$ cat src/sgd_pkg.sv
// Constants, register map and state codes of the scatter/gather mover.
// Assumes a 32-bit memory word and a 32-bit AXI4-Lite register bus.
package sgd_pkg;
  // Register byte offsets
  localparam logic [7:0] SGD_CTRL_OFS = 8'h00;
  localparam logic [7:0] SGD_ADDR_OFS = 8'h04;
  localparam logic [7:0] SGD_COUNT_OFS = 8'h08;
  localparam logic [7:0] SGD_STAT_OFS = 8'h0C;
  localparam logic [7:0] SGD_MOVED_OFS = 8'h10;
  // Control fields
  localparam int SGD_START_BIT = 0;
  localparam int SGD_SG_BIT = 1;
  localparam int SGD_TOMEM_BIT = 2;
  localparam int SGD_ODD_BIT = 3;
  localparam int SGD_WIDE_BIT = 4;
  localparam int SGD_AM_LSB = 8;
  localparam logic [31:0] SGD_CTRL_RST = 32'h0000_0010;
  localparam logic [31:0] SGD_WORD_RST = 32'h0000_0000;
  // Status fields
  localparam int SGD_BUSY_BIT = 0;
  localparam int SGD_DONE_BIT = 1;
  localparam int SGD_SEG_LSB = 2;
  // Descriptor layout
  localparam logic [31:0] SGD_END_MARK = 32'hFFFF_FFFF;
  localparam logic [4:0] SGD_DESC_LAST = 5'h10;
  localparam int SGD_SEG_NUM = 8;
  localparam int SGD_AM_LSB_D = 24;
  // Transfer sizes
  localparam logic [1:0] SGD_SZ8 = 2'h0;
  localparam logic [1:0] SGD_SZ16 = 2'h1;
  localparam logic [1:0] SGD_SZ32 = 2'h2;
  // Bus responses
  localparam logic [1:0] SGD_OKAY = 2'h0;
  localparam logic [1:0] SGD_SLVERR = 2'h2;
  typedef enum logic [4:0] {
    SGD_IDLE = 5'b00001,
    SGD_FETCH = 5'b00010,
    SGD_PICK = 5'b00100,
    SGD_REQ = 5'b01000,
    SGD_WAIT = 5'b10000
  } sgd_state_type;
endpackage

$ cat src/sgd_dma.sv
// Scatter/gather descriptor mover with AXI4-Lite registers.
// Assumes a same-clock memory port that acks each request with a pulse.
//
// The register addresses and register access over AXI4-Lite are this design's own decisions.
`timescale 1ns/1ps

module sgd_buf #(
  parameter int W = 34
) (
  input wire logic clk_i,
  input wire logic rst_i,
  input wire logic in_valid_i,
  output logic in_ready_o,
  input wire logic [W-1:0] in_data_i,
  output logic out_valid_o,
  input wire logic out_ready_i,
  output logic [W-1:0] out_data_o
);
  // Main plus skid entry; all outputs are flops
  logic main_v_q, main_v_d, skid_v_q, skid_v_d;
  logic [W-1:0] main_q, main_d, skid_q, skid_d;
  wire push = in_valid_i & in_ready_o;
  always_comb
  begin
    main_v_d = main_v_q;
    main_d = main_q;
    skid_v_d = skid_v_q;
    skid_d = skid_q;
    if (out_ready_i | ~main_v_q)
    begin
      if (skid_v_q)
      begin
        main_d = skid_q;
        main_v_d = 1'b1;
        skid_v_d = 1'b0;
      end
      else
      begin
        main_v_d = push;
        main_d = in_data_i;
      end
    end
    else if (push)
    begin
      skid_v_d = 1'b1;
      skid_d = in_data_i;
    end
  end
  always_ff @(posedge clk_i or posedge rst_i)
  begin
    if (rst_i)
    begin
      main_v_q <= 1'b0;
      skid_v_q <= 1'b0;
      main_q <= '0;
      skid_q <= '0;
      in_ready_o <= 1'b1;
    end
    else
    begin
      main_v_q <= main_v_d;
      skid_v_q <= skid_v_d;
      main_q <= main_d;
      skid_q <= skid_d;
      in_ready_o <= ~skid_v_d;
    end
  end
  assign out_valid_o = main_v_q;
  assign out_data_o = main_q;
endmodule // sgd_buf

module sgd_dma
  import sgd_pkg::*;
(
  // Clock and reset
  input wire logic CLK_I,
  input wire logic RST_I,
  // AXI4-Lite slave
  input wire logic [7:0] S_AXI_AWADDR_I,
  input wire logic S_AXI_AWVALID_I,
  output logic S_AXI_AWREADY_O,
  input wire logic [31:0] S_AXI_WDATA_I,
  input wire logic [3:0] S_AXI_WSTRB_I,
  input wire logic S_AXI_WVALID_I,
  output logic S_AXI_WREADY_O,
  output logic [1:0] S_AXI_BRESP_O,
  output logic S_AXI_BVALID_O,
  input wire logic S_AXI_BREADY_I,
  input wire logic [7:0] S_AXI_ARADDR_I,
  input wire logic S_AXI_ARVALID_I,
  output logic S_AXI_ARREADY_O,
  output logic [31:0] S_AXI_RDATA_O,
  output logic [1:0] S_AXI_RRESP_O,
  output logic S_AXI_RVALID_O,
  input wire logic S_AXI_RREADY_I,
  // System memory port
  output logic MEM_REQ_O,
  output logic MEM_WE_O,
  output logic [31:0] MEM_ADDR_O,
  output logic [7:0] MEM_AM_O,
  output logic [1:0] MEM_SIZE_O,
  output logic [31:0] MEM_WDATA_O,
  input wire logic [31:0] MEM_RDATA_I,
  input wire logic MEM_ACK_I,
  // Data from memory toward the device
  output logic DOUT_VALID_O,
  input wire logic DOUT_READY_I,
  output logic [31:0] DOUT_DATA_O,
  output logic [1:0] DOUT_SIZE_O,
  // Data from the device toward memory
  input wire logic DIN_VALID_I,
  output logic DIN_READY_O,
  input wire logic [31:0] DIN_DATA_I
);
  function automatic logic [31:0] merge(input logic [31:0] old,
    input logic [31:0] wd, input logic [3:0] st);
    logic [31:0] r;
    r = old;
    for (int i = 0; i < 4; i++)
      if (st[i]) r[8*i +: 8] = wd[8*i +: 8];
    return r;
  endfunction
  function automatic logic [31:0] nbytes(input logic [1:0] sz);
    return (sz == SGD_SZ32) ? 32'h0000_0004 :
      (sz == SGD_SZ16) ? 32'h0000_0002 : 32'h0000_0001;
  endfunction
  // One width for the whole segment
  function automatic logic [1:0] std_size(input logic [31:0] a,
    input logic [31:0] n, input logic wide);
    if (wide && a[1:0] == 2'h0 && n[1:0] == 2'h0) return SGD_SZ32;
    if (a[0] == 1'b0 && n[0] == 1'b0) return SGD_SZ16;
    return SGD_SZ8;
  endfunction
  // Per-beat width gives lead, aligned body and tail pieces
  function automatic logic [1:0] odd_size(input logic [31:0] a,
    input logic [31:0] n, input logic wide);
    if (wide && a[1:0] == 2'h0 && n >= 32'h0000_0004) return SGD_SZ32;
    if (a[0] == 1'b0 && n >= 32'h0000_0002) return SGD_SZ16;
    return SGD_SZ8;
  endfunction

  sgd_state_type state_q;
  logic [31:0] ctrl_q, addr_q, count_q, moved_q;
  logic done_q, aw_v_q, w_v_q;
  logic [7:0] aw_a_q;
  logic [31:0] w_d_q;
  logic [3:0] w_s_q;
  logic [31:0] base_q, next_q, cur_addr_q, cur_len_q;
  logic [7:0] cur_am_q;
  logic [1:0] size_q;
  logic [4:0] fidx_q;
  logic [3:0] seg_q;
  logic single_q, end_q, rx_push_q;
  logic [33:0] rx_data_q;
  logic [7:0] seg_am [SGD_SEG_NUM];
  logic [23:0] seg_len [SGD_SEG_NUM];
  logic [31:0] seg_addr [SGD_SEG_NUM];

  // Register decode
  wire wr_go = aw_v_q & w_v_q & ~S_AXI_BVALID_O;
  wire wr_ctrl = wr_go & (aw_a_q == SGD_CTRL_OFS);
  wire wr_addr = wr_go & (aw_a_q == SGD_ADDR_OFS);
  wire wr_count = wr_go & (aw_a_q == SGD_COUNT_OFS);
  wire wr_stat = wr_go & (aw_a_q == SGD_STAT_OFS);
  wire wr_hit = wr_ctrl | wr_addr | wr_count | wr_stat;
  wire busy = (state_q != SGD_IDLE);
  wire start = wr_ctrl & w_s_q[0] & w_d_q[SGD_START_BIT] & ~busy;
  wire done_clr = wr_stat & w_s_q[0] & w_d_q[SGD_DONE_BIT];
  // Start must see the mode bits of the word that starts it
  wire [31:0] ctrl_nx = merge(ctrl_q, w_d_q, w_s_q);
  wire rd_take = S_AXI_ARVALID_I & S_AXI_ARREADY_O;
  wire [31:0] status = {26'h0, end_q, seg_q[2:0], done_q, busy};
  wire rd_hit = (S_AXI_ARADDR_I == SGD_CTRL_OFS) |
    (S_AXI_ARADDR_I == SGD_ADDR_OFS) | (S_AXI_ARADDR_I == SGD_COUNT_OFS) |
    (S_AXI_ARADDR_I == SGD_STAT_OFS) | (S_AXI_ARADDR_I == SGD_MOVED_OFS);
  wire [31:0] rd_mux =
    (S_AXI_ARADDR_I == SGD_CTRL_OFS) ? {ctrl_q[31:1], 1'b0} :
    (S_AXI_ARADDR_I == SGD_ADDR_OFS) ? addr_q :
    (S_AXI_ARADDR_I == SGD_COUNT_OFS) ? count_q :
    (S_AXI_ARADDR_I == SGD_STAT_OFS) ? status :
    (S_AXI_ARADDR_I == SGD_MOVED_OFS) ? moved_q : SGD_WORD_RST;

  // Engine decode
  wire to_mem = ctrl_q[SGD_TOMEM_BIT];
  wire wide = ctrl_q[SGD_WIDE_BIT];
  wire [4:0] fidx_m1 = fidx_q - 5'h01;
  wire [2:0] fseg = fidx_m1[3:1];
  wire [2:0] pseg = seg_q[2:0];
  wire seg_empty = seg_q[3] | (seg_len[pseg] == 24'h00_0000);
  wire [1:0] beat_size = ctrl_q[SGD_ODD_BIT] ?
    odd_size(cur_addr_q, cur_len_q, wide) : size_q;
  wire [31:0] beat_n = nbytes(MEM_SIZE_O);
  wire tx_valid, rx_ready;
  wire [33:0] tx_data;
  wire tx_pop = (state_q == SGD_REQ) & to_mem & tx_valid &
    (cur_len_q != SGD_WORD_RST);
  // Ready lags a push by one cycle; wait for it so no word is lost
  wire rx_ok = to_mem | (rx_ready & ~rx_push_q);

  sgd_buf #(.W(34)) u_rx (
    .clk_i(CLK_I),
    .rst_i(RST_I),
    .in_valid_i(rx_push_q),
    .in_ready_o(rx_ready),
    .in_data_i(rx_data_q),
    .out_valid_o(DOUT_VALID_O),
    .out_ready_i(DOUT_READY_I),
    .out_data_o({DOUT_SIZE_O, DOUT_DATA_O})
  );
  sgd_buf #(.W(34)) u_tx (
    .clk_i(CLK_I),
    .rst_i(RST_I),
    .in_valid_i(DIN_VALID_I),
    .in_ready_o(DIN_READY_O),
    .in_data_i({2'h0, DIN_DATA_I}),
    .out_valid_o(tx_valid),
    .out_ready_i(tx_pop),
    .out_data_o(tx_data)
  );

  // AXI4-Lite slave
  always_ff @(posedge CLK_I or posedge RST_I)
  begin
    if (RST_I)
    begin
      S_AXI_AWREADY_O <= 1'b1;
      S_AXI_WREADY_O <= 1'b1;
      S_AXI_BVALID_O <= 1'b0;
      S_AXI_BRESP_O <= SGD_OKAY;
      S_AXI_ARREADY_O <= 1'b1;
      S_AXI_RVALID_O <= 1'b0;
      S_AXI_RRESP_O <= SGD_OKAY;
      S_AXI_RDATA_O <= SGD_WORD_RST;
      aw_v_q <= 1'b0;
      w_v_q <= 1'b0;
      aw_a_q <= 8'h00;
      w_d_q <= SGD_WORD_RST;
      w_s_q <= 4'h0;
      ctrl_q <= SGD_CTRL_RST;
      addr_q <= SGD_WORD_RST;
      count_q <= SGD_WORD_RST;
      done_q <= 1'b0;
    end
    else
    begin
      if (S_AXI_AWVALID_I & S_AXI_AWREADY_O)
      begin
        aw_v_q <= 1'b1;
        aw_a_q <= S_AXI_AWADDR_I;
        S_AXI_AWREADY_O <= 1'b0;
      end
      if (S_AXI_WVALID_I & S_AXI_WREADY_O)
      begin
        w_v_q <= 1'b1;
        w_d_q <= S_AXI_WDATA_I;
        w_s_q <= S_AXI_WSTRB_I;
        S_AXI_WREADY_O <= 1'b0;
      end
      if (wr_go)
      begin
        aw_v_q <= 1'b0;
        w_v_q <= 1'b0;
        S_AXI_BVALID_O <= 1'b1;
        S_AXI_BRESP_O <= wr_hit ? SGD_OKAY : SGD_SLVERR;
      end
      if (S_AXI_BVALID_O & S_AXI_BREADY_I)
      begin
        S_AXI_BVALID_O <= 1'b0;
        S_AXI_AWREADY_O <= 1'b1;
        S_AXI_WREADY_O <= 1'b1;
      end
      // Mode bits are frozen while a transfer runs
      if (wr_ctrl & ~busy)
        ctrl_q <= merge(ctrl_q, w_d_q, w_s_q) & ~32'h0000_0001;
      if (wr_addr & ~busy)
        addr_q <= merge(addr_q, w_d_q, w_s_q);
      if (wr_count & ~busy)
        count_q <= merge(count_q, w_d_q, w_s_q);
      // Completion beats a clear in the same cycle
      if (state_q == SGD_REQ && cur_len_q == SGD_WORD_RST && single_q)
        done_q <= 1'b1;
      else if (state_q == SGD_PICK && seg_empty && next_q == SGD_END_MARK)
        done_q <= 1'b1;
      else if (done_clr)
        done_q <= 1'b0;
      if (rd_take)
      begin
        S_AXI_ARREADY_O <= 1'b0;
        S_AXI_RVALID_O <= 1'b1;
        S_AXI_RDATA_O <= rd_mux;
        S_AXI_RRESP_O <= rd_hit ? SGD_OKAY : SGD_SLVERR;
      end
      else if (S_AXI_RVALID_O & S_AXI_RREADY_I)
      begin
        S_AXI_RVALID_O <= 1'b0;
        S_AXI_ARREADY_O <= 1'b1;
      end
    end
  end

  // Descriptor storage doubles as the next-segment preload
  always_ff @(posedge CLK_I)
  begin
    if (state_q == SGD_FETCH && MEM_ACK_I && fidx_q != 5'h00)
    begin
      if (fidx_q[0])
      begin
        seg_am[fseg] <= MEM_RDATA_I[31:SGD_AM_LSB_D];
        seg_len[fseg] <= MEM_RDATA_I[23:0];
      end
      else
        seg_addr[fseg] <= MEM_RDATA_I;
    end
  end

  // Transfer engine
  always_ff @(posedge CLK_I or posedge RST_I)
  begin
    if (RST_I)
    begin
      state_q <= SGD_IDLE;
      MEM_REQ_O <= 1'b0;
      MEM_WE_O <= 1'b0;
      MEM_ADDR_O <= SGD_WORD_RST;
      MEM_AM_O <= 8'h00;
      MEM_SIZE_O <= SGD_SZ8;
      MEM_WDATA_O <= SGD_WORD_RST;
      base_q <= SGD_WORD_RST;
      next_q <= SGD_END_MARK;
      cur_addr_q <= SGD_WORD_RST;
      cur_len_q <= SGD_WORD_RST;
      cur_am_q <= 8'h00;
      size_q <= SGD_SZ8;
      fidx_q <= 5'h00;
      seg_q <= 4'h0;
      single_q <= 1'b0;
      end_q <= 1'b0;
      moved_q <= SGD_WORD_RST;
      rx_push_q <= 1'b0;
      rx_data_q <= '0;
    end
    else
    begin
      rx_push_q <= 1'b0;
      unique case (state_q)
        SGD_IDLE:
        begin
          if (start)
          begin
            moved_q <= SGD_WORD_RST;
            end_q <= 1'b0;
            seg_q <= 4'h0;
            single_q <= ~ctrl_nx[SGD_SG_BIT];
            if (ctrl_nx[SGD_SG_BIT])
            begin
              base_q <= addr_q;
              fidx_q <= 5'h00;
              state_q <= SGD_FETCH;
            end
            else
            begin
              cur_addr_q <= addr_q;
              cur_len_q <= count_q;
              cur_am_q <= ctrl_nx[SGD_AM_LSB +: 8];
              size_q <= std_size(addr_q, count_q,
                ctrl_nx[SGD_WIDE_BIT]);
              state_q <= SGD_REQ;
            end
          end
        end
        SGD_FETCH:
        begin
          MEM_REQ_O <= ~MEM_ACK_I;
          MEM_WE_O <= 1'b0;
          MEM_ADDR_O <= base_q + {25'h0, fidx_q, 2'b00};
          MEM_AM_O <= ctrl_q[SGD_AM_LSB +: 8];
          MEM_SIZE_O <= SGD_SZ32;
          if (MEM_ACK_I)
          begin
            if (fidx_q == 5'h00)
              next_q <= MEM_RDATA_I;
            fidx_q <= fidx_q + 5'h01;
            if (fidx_q == SGD_DESC_LAST)
            begin
              seg_q <= 4'h0;
              state_q <= SGD_PICK;
            end
          end
        end
        SGD_PICK:
        begin
          if (seg_empty)
          begin
            if (next_q == SGD_END_MARK)
            begin
              end_q <= 1'b1;
              state_q <= SGD_IDLE;
            end
            else
            begin
              base_q <= next_q;
              fidx_q <= 5'h00;
              state_q <= SGD_FETCH;
            end
          end
          else
          begin
            cur_addr_q <= seg_addr[pseg];
            cur_len_q <= {8'h00, seg_len[pseg]};
            cur_am_q <= seg_am[pseg];
            size_q <= std_size(seg_addr[pseg], {8'h00, seg_len[pseg]},
              wide);
            seg_q <= seg_q + 4'h1;
            state_q <= SGD_REQ;
          end
        end
        SGD_REQ:
        begin
          if (cur_len_q == SGD_WORD_RST)
            state_q <= single_q ? SGD_IDLE : SGD_PICK;
          else if ((to_mem & tx_valid) | (~to_mem & rx_ok))
          begin
            MEM_REQ_O <= 1'b1;
            MEM_WE_O <= to_mem;
            MEM_ADDR_O <= cur_addr_q;
            MEM_AM_O <= cur_am_q;
            MEM_SIZE_O <= beat_size;
            MEM_WDATA_O <= tx_data[31:0];
            state_q <= SGD_WAIT;
          end
        end
        SGD_WAIT:
        begin
          if (MEM_ACK_I)
          begin
            MEM_REQ_O <= 1'b0;
            cur_addr_q <= cur_addr_q + beat_n;
            cur_len_q <= cur_len_q - beat_n;
            moved_q <= moved_q + beat_n;
            rx_push_q <= ~to_mem;
            rx_data_q <= {MEM_SIZE_O, MEM_RDATA_I};
            state_q <= SGD_REQ;
          end
        end
      endcase
    end
  end
endmodule // sgd_dma

$ cat config.mk
export PLATFORM = sky130hd
export DESIGN_NAME = sgd_dma
export DESIGN_NICKNAME = d
export VERILOG_FILES = /design/src/sgd_pkg.sv /design/src/sgd_dma.sv
export SDC_FILE = /design/constraint.sdc
export NUM_CORES = 2
export LEC_CHECK = 0
export ABC_AREA = 1
export ABC_CLOCK_PERIOD_IN_PS = 23800
export BUFFER_PORTS_ARGS = -buffer_cell sky130_fd_sc_hd__buf_4
export CORE_UTILIZATION = 50
export CTS_BUF_LIST = sky130_fd_sc_hd__clkbuf_16
export DETAILED_ROUTE_END_ITERATION = 6
export GPL_TIMING_DRIVEN = 0
export PLACE_DENSITY = 0.65
export REMOVE_ABC_BUFFERS = 1
export SLEW_MARGIN = 10
export SYNTH_ARGS = -nofsm -noshare
export SYNTH_HDL_FRONTEND = slang
export SYNTH_SLANG_ARGS = --single-unit
$ cat constraint.sdc
create_clock -name CLK_I -period 23.8 [get_ports CLK_I]
set_input_delay 3.57 -clock CLK_I [delete_from_list [all_inputs] [get_ports CLK_I]]
set_output_delay 3.57 -clock CLK_I [all_outputs]
set_load 0.01 [all_outputs]
== Yosys cells after proc, flatten, opt, wreduce, memory -nomap -nowiden ==
Memory sizes are Yosys's and may differ from the RTL's.
Index checks and enable logic that the tools add are counted.
Widths: inputs -> output; s select.

* Add/sub/neg operators: 7
* $lt $le $gt $ge: 2
* Equality and inequality tests: 30
* Muxes and demuxes: 144
* Bitwise gates (word level): 57
* Reductions and logical operators: 67

{| class="wikitable"
|+ Operator list
! cell !! count
|-
| $mux 32 || 22
|-
| $pmux 32 s2 || 3
|-
| $pmux 32 s3 || 2
|-
| $mux 5 || 13
|-
| $add 32x3->32 || 2
|-
| $mux 1 || 58
|-
| $mux 8 || 6
|-
| $mux 2 || 22
|-
| $mux 34 || 1
|-
| $add 32x7->32 || 1
|-
| $eq 32x32->1 const B || 1
|-
| $eq 8x4->1 const B || 4
|-
| $ge 32x2->1 const B || 1
|-
| $ge 32x3->1 const B || 1
|-
| $logic_not 32->1 || 1
|-
| $pmux 8 s2 || 2
|-
| $reduce_bool 32->1 || 1
|-
| $sub 32x3->32 || 1
|-
| $reduce_and 2->1 || 15
|-
| $and 1x1->1 || 27
|-
| $pmux 5 s5 || 1
|-
| $logic_not 24->1 || 1
|-
| $mux 4 || 5
|-
| $reduce_and 5->1 || 4
|-
| other kinds (34) || 112
|}

* Register bits after elaboration: 618
* Memory bits (writable): 512
* Input port bits: 126
* Output and inout port bits: 153
* Word-level logic and storage cells: 366
* Memories kept: 3

{| class="wikitable"
|+ Memories
! memory !! depth !! bits a word !! read ports !! clocked after memory_dff !! wr ports !! RTL line !! RTL
|-
| seg_addr || 8 || 32 || 1 || 0 || 1 || sgd_dma.sv:157 || <nowiki>logic [31:0] seg_addr [SGD_SEG_NUM];</nowiki>
|-
| seg_len || 8 || 24 || 1 || 0 || 1 || sgd_dma.sv:156 || <nowiki>logic [23:0] seg_len [SGD_SEG_NUM];</nowiki>
|-
| seg_am || 8 || 8 || 1 || 0 || 1 || sgd_dma.sv:155 || <nowiki>logic [7:0] seg_am [SGD_SEG_NUM];</nowiki>
|}

== Depth between registers and ports, before layout ==
* Word-level depth: 17
* Gate-level depth with buffers: 22
* Gate-level depth less buffers: 19

== By module ==
Synthesis repeated with hierarchy kept, for this count alone.

* Cells, all modules: 5778
* Area, all modules: 51763.4 um^2

{| class="wikitable"
|+ By module, submodules not included
! module !! instances !! cells an instance !! area an instance (um^2) !! sequential area each (um^2)
|-
| sgd_dma || 1 || 4886 || 45087.0 || 27382.5
|-
| sgd_buf || 2 || 446 || 3338.2 || 1778.0
|}

== Least setup slack after synthesis ==
Ideal clock, no wire load.

* Path kind: in2reg
* Start point: in MEM_ACK_I
* End point: mem seg_addr[0][0] (enable)
* Setup time: 0.421 ns
* Arrival: 5.409 ns
* Required time: 23.379 ns
* Setup slack: 17.970 ns
* Stages: 4
* Buffers on the path: 0
* Cell sequence: inv_1 nor3_1 nand2_1 nor2_1

* Word-level cells in the longest chain between the ends: 4

{| class="wikitable"
|+ Ends and longest elaborated chain
! element !! RTL line !! RTL
|-
| start: declaration || sgd_dma.sv:104 || <nowiki>input wire logic MEM_ACK_I,</nowiki>
|-
| $logic_and 1x1->1 (2 in a row) || sgd_dma.sv:304 || <nowiki>if (state_q == SGD_FETCH && MEM_ACK_I && fidx_q != 5'h00)</nowiki>
|-
| $mux 1 || sgd_dma.sv:304 ||
|-
| $mux 1 (implied by the code) || sgd_dma.sv:312 || <nowiki>seg_addr[fseg] <= MEM_RDATA_I;</nowiki>
|-
| end: declaration || sgd_dma.sv:157 ||
|}

No other way between the ends.

== Worst setup path in the final report ==
* Start point: in S_AXI_ARADDR_I[7]
* End point: reg S_AXI_RDATA_O[8]

* Word-level cells in the longest chain between the ends: 6
* Elaborated cells between the ends (all ways): 10
* Classes of those cells: eq/ne (4); mux (5); reduce/logical (1)

{| class="wikitable"
|+ Ends and longest elaborated chain
! element !! RTL line !! RTL
|-
| start: declaration || sgd_dma.sv:89 || <nowiki>input wire logic [7:0] S_AXI_ARADDR_I,</nowiki>
|-
| $eq 8x5->1 || sgd_dma.sv:181 || <nowiki>(S_AXI_ARADDR_I == SGD_MOVED_OFS) ? moved_q : SGD_WORD_RST;</nowiki>
|-
| $mux 32 || sgd_dma.sv:181 ||
|-
| $mux 32 || sgd_dma.sv:180 || <nowiki>(S_AXI_ARADDR_I == SGD_STAT_OFS) ? status :</nowiki>
|-
| $mux 32 || sgd_dma.sv:179 || <nowiki>(S_AXI_ARADDR_I == SGD_COUNT_OFS) ? count_q :</nowiki>
|-
| $mux 32 || sgd_dma.sv:178 || <nowiki>(S_AXI_ARADDR_I == SGD_ADDR_OFS) ? addr_q :</nowiki>
|-
| $mux 32 (*) || sgd_dma.sv:177 || <nowiki>(S_AXI_ARADDR_I == SGD_CTRL_OFS) ? {ctrl_q[31:1], 1'b0} :</nowiki>
|-
| end signal: assignment || sgd_dma.sv:290 || <nowiki>S_AXI_RDATA_O <= rd_mux;</nowiki>
|-
| end: declaration || sgd_dma.sv:92 || <nowiki>output logic [31:0] S_AXI_RDATA_O,</nowiki>
|}

Mark *: on every way between the ends. The rest lies on a longest branch, timed or not.
A chain may end at the register's enable or synchronous reset.

==> flow_summary.json <==
{
  "post_cts_buffers": 0,
  "dieArea_sq_mm": 0.102,
  "p_leak_nw": 24.9,
  "avgSynthCellArea_sq_um": 9.38,
  "crit_chain": "buf_4 -> or2_2 -> nor2_1 -> nand2_1 -> inv_1 -> nand4_1 -> clkinv_1 -> a221oi_1 -> o21ai_0",
  "rsz0062_at_grt": "false",
  "cp_slowest_cell": "clkinv_1",
  "ys_warn_count": 0,
  "place_congestion": 0.989,
  "crit_family": "buffers and inverters",
  "worstSkewPairLatency_ns": 0.73,
  "setup_viol_count_final": 0,
  "final_cell_mix": "nand2_1, o21ai_0, dfrtp_1, edfxtp_1, inv_1",
  "clk_pin_slew_ns": 0.06,
  "hold_buffers": 0,
  "fin_nets": 5683,
  "cp_data_required_time_ns": 24.38,
  "pwr_density_cell_mw_per_mm2": 101,
  "htree_levels": 3,
  "status": "finished, final reports clean",
  "cp-start-kind": "input pin",
  "fin_crit_ns": 6.46,
  "root_buffer": "clkbuf_16",
  "cap_violations": 0,
  "ys_types": 54,
  "antenna_left": 0,
  "firstDrtPassIters": 6,
  "overflow": 0,
  "maxSlewViolCount": 0,
  "drc": 0,
  "multi_input_area_sq_mm": 0.0167,
  "port_buffers": 276,
  "crit_path_max_incr_delay_ns": 1.14,
  "final_hold_viol_count": 0,
  "viasPerCell": 5.77,
  "seq_area_sq_mm": 0.0309,
  "die_h_um": 319,
  "clock_path_buffers": 3,
  "grt_use_total": 0.315,
  "post-dp-hpwl_um": 111000,
  "worstPathMaxFanout": 19,
  "end_kind": "register",
  "hold_slack_ns": 0.473,
  "coreArea_sq_mm": 0.0990,
  "final_common_cell": "nand2_1",
  "internal-power_mw": 3.90,
  "worst_pin_slew_ns": 1.28,
  "critPathBufInv": 3,
  "seqPwrFrac": 0.439,
  "fin_worst_skew_ns": 0.0318,
  "ctsResizeCount": 0,
  "cts_tree": "built",
  "worstPathArrival_ns": 7.04,
  "syn_area_sq_mm": 0.0503,
  "min_path_type": "register to register",
  "yosys_most_used_dff": "dfrtp_1",
  "p_sw_mw": 1.97,
  "area_growth_pct": 15.8,
  "vdd_ir_drop_max_mv": 0.0717,
  "comb_power_share": 0.246,
  "path_class": "input pin to register",
  "die_w_um": 319,
  "grt_max_degree": 157,
  "finalPower_mw": 5.87,
  "period_share": 0.271,
  "relSlewSlack": 0.145,
  "fillCellCount": 8512,
  "syn-instance-count": 5363,
  "cts_inserted_buffers": 116,
  "synth_edf_count": 512,
  "grt_pass1_wl_um": 240000,
  "synth-async-reset-ratio": 0.546,
  "yosysSeqAreaShare": 0.613,
  "num_vias": 40000,
  "cts_sinks": 1128,
  "rows": 115,
  "switching_share": 0.336,
  "fmax_mhz": 155,
  "drive_gt1_frac": 0.115,
  "wl_um": 162000,
  "clockPowerShare": 0.315,
  "initial_core_util": 0.508,
  "detail_route.iter0.violations": 4641,
  "grt_pass1_vias": 37000,
  "antenna_found_initial": 7,
  "ys_ff_latch": 1128,
  "ioPinCount": 279,
  "routedWlPerCell_um": 23.3
}
-- power groups by stage --
stage	clock network (mW)	registers [mW]	logic (mW)
floorplan	0	2.57	0.801
global placement	0	2.61	1.35
detailed placement	0	2.60	1.43
CTS	1.87	2.57	1.44
global route	1.94	2.60	1.60
finish	1.85	2.58	1.44
-- registers in the layout, indices dropped and copies added (netlist names), 31 cells and up --
| register | count |
|---|---|
| seg_addr | 256 |
| u_tx.skid_q | 32 |
| count_q | 32 |
| seg_len | 192 |
| S_AXI_RDATA_O | 32 |
| next_q | 32 |
| addr_q | 32 |
| cur_len_q | 32 |
| MEM_WDATA_O | 32 |
| u_rx.skid_q | 34 |
| MEM_ADDR_O | 32 |
| cur_addr_q | 32 |
| rx_data_q | 34 |
| u_tx.out_data_o | 32 |
| w_d_q | 32 |
| u_rx.out_data_o | 34 |
| ctrl_q | 31 |
| base_q | 32 |
| seg_am | 64 |
| moved_q | 32 |
-- synthesized netlist by cell type, types with 2 or more instances --
cell type	n	area share
nand3_1	283	0.028
nor3b_1	3	0.00045
and3_1	2	0.00025
o22ai_1	30	0.0037
a21o_1	3	0.00045
o31ai_1	3	0.00045
nand4_1	88	0.011
inv_1	464	0.035
buf_1	13	0.00097
o221ai_1	84	0.015
nand3b_1	8	0.0012
a31oi_1	30	0.0037
o21a_1	2	0.00030
nor3_1	48	0.0048
buf_2	26	0.0026
clkinv_1	11	0.00082
a211oi_1	3	0.00045
edfxtp_1	512	0.31
o21bai_1	3	0.00045
a21oi_1	165	0.016
buf_4	8	0.0012
fa_1	4	0.0016
or2_2	20	0.0025
o211ai_1	34	0.0051
ha_1	19	0.0047
clkbuf_1	222	0.017
xor2_1	19	0.0033
mux2_2	34	0.0076
nor2_1	495	0.037
buf_6	13	0.0029
nor4_1	17	0.0021
o21ai_1	30	0.0030
nand2_1	1331	0.099
o21ai_0	675	0.067
a221oi_1	22	0.0038
dfstp_2	39	0.020
nand2_2	3	0.00037
dfrtp_1	577	0.29
xnor2_1	5	0.00087
-- worst reg2reg max path, delay by kind of cell, from the launching register on --
kind	cells	cell delay, ns
AND/OR/NAND/NOR	12	3.45
buffers and inverters	3	1.28
flip-flops	1	0.78
AO/OA/AOI/OAI	1	0.27
-- routing by layer --
metal,vias up,track usage,part of all wire
li1,18500,-,-
met2,1809,0.478,0.45
met3,305,0.0612,0.089
met4,10,0.134,0.044
met1,19400,0.442,0.42
met5,-,0,0.00037
-- final cells by class --
type                    count  area share
inverters                 477      0.0314
well taps                1287      0.0276
flip-flops and latches   1128       0.529
diodes                      1   0.0000429
clock buffers             121      0.0520
clock inverters           100      0.0146
multi-input cells        3477       0.286
repair buffers            334      0.0591
-- cells by family (layout without fill, tap and decap cells) --
family	after synthesis	count (layout)	share of synthesized area
buffers and inverters	759	1032	0.0599
muxes	34	34	0.00761
other	1	3	0.0000745
AOI/OAI and AO/OA	1090	1090	0.121
adders and majority gates	23	23	0.00632
xor gates and xnor gates	24	24	0.00418
and+or+nand+nor	2304	2304	0.188
DFF	1128	1128	0.613
-- metrics by stage --
step,worst slack [ns],TNS [ns],utilization,instances,area (sq um)
2_1_floorplan,3.05,0,-,5082,49100
3_3_place_gp,-4.60,-2551.17,0.533,6645,52800
3_5_place_dp,16.75,0,0.549,6702,54400
4_1_cts,17.51,0,0.588,6923,58300
5_1_grt,17.39,0,0.589,6924,58300
6_report,17.34,0,0.589,6925,58300
-- worst paths after layout --
kind                                       to  slack (ns)               from  depth (start not counted)
min reg2reg                         aw_a_q[1]        0.47          aw_a_q[1]                          2
max reg2reg                     cur_len_q[14]       17.86           seg_q[0]                         16
max                          S_AXI_RDATA_O[8]       17.34  S_AXI_ARADDR_I[7]                          9
min in group asynchronous      MEM_WDATA_O[2]        2.98              RST_I                          2
min                                 aw_a_q[1]        0.47          aw_a_q[1]                          2
max in group asynchronous  u_rx.out_data_o[4]       18.19              RST_I                          6
Power figures use the tool's default switching activity.
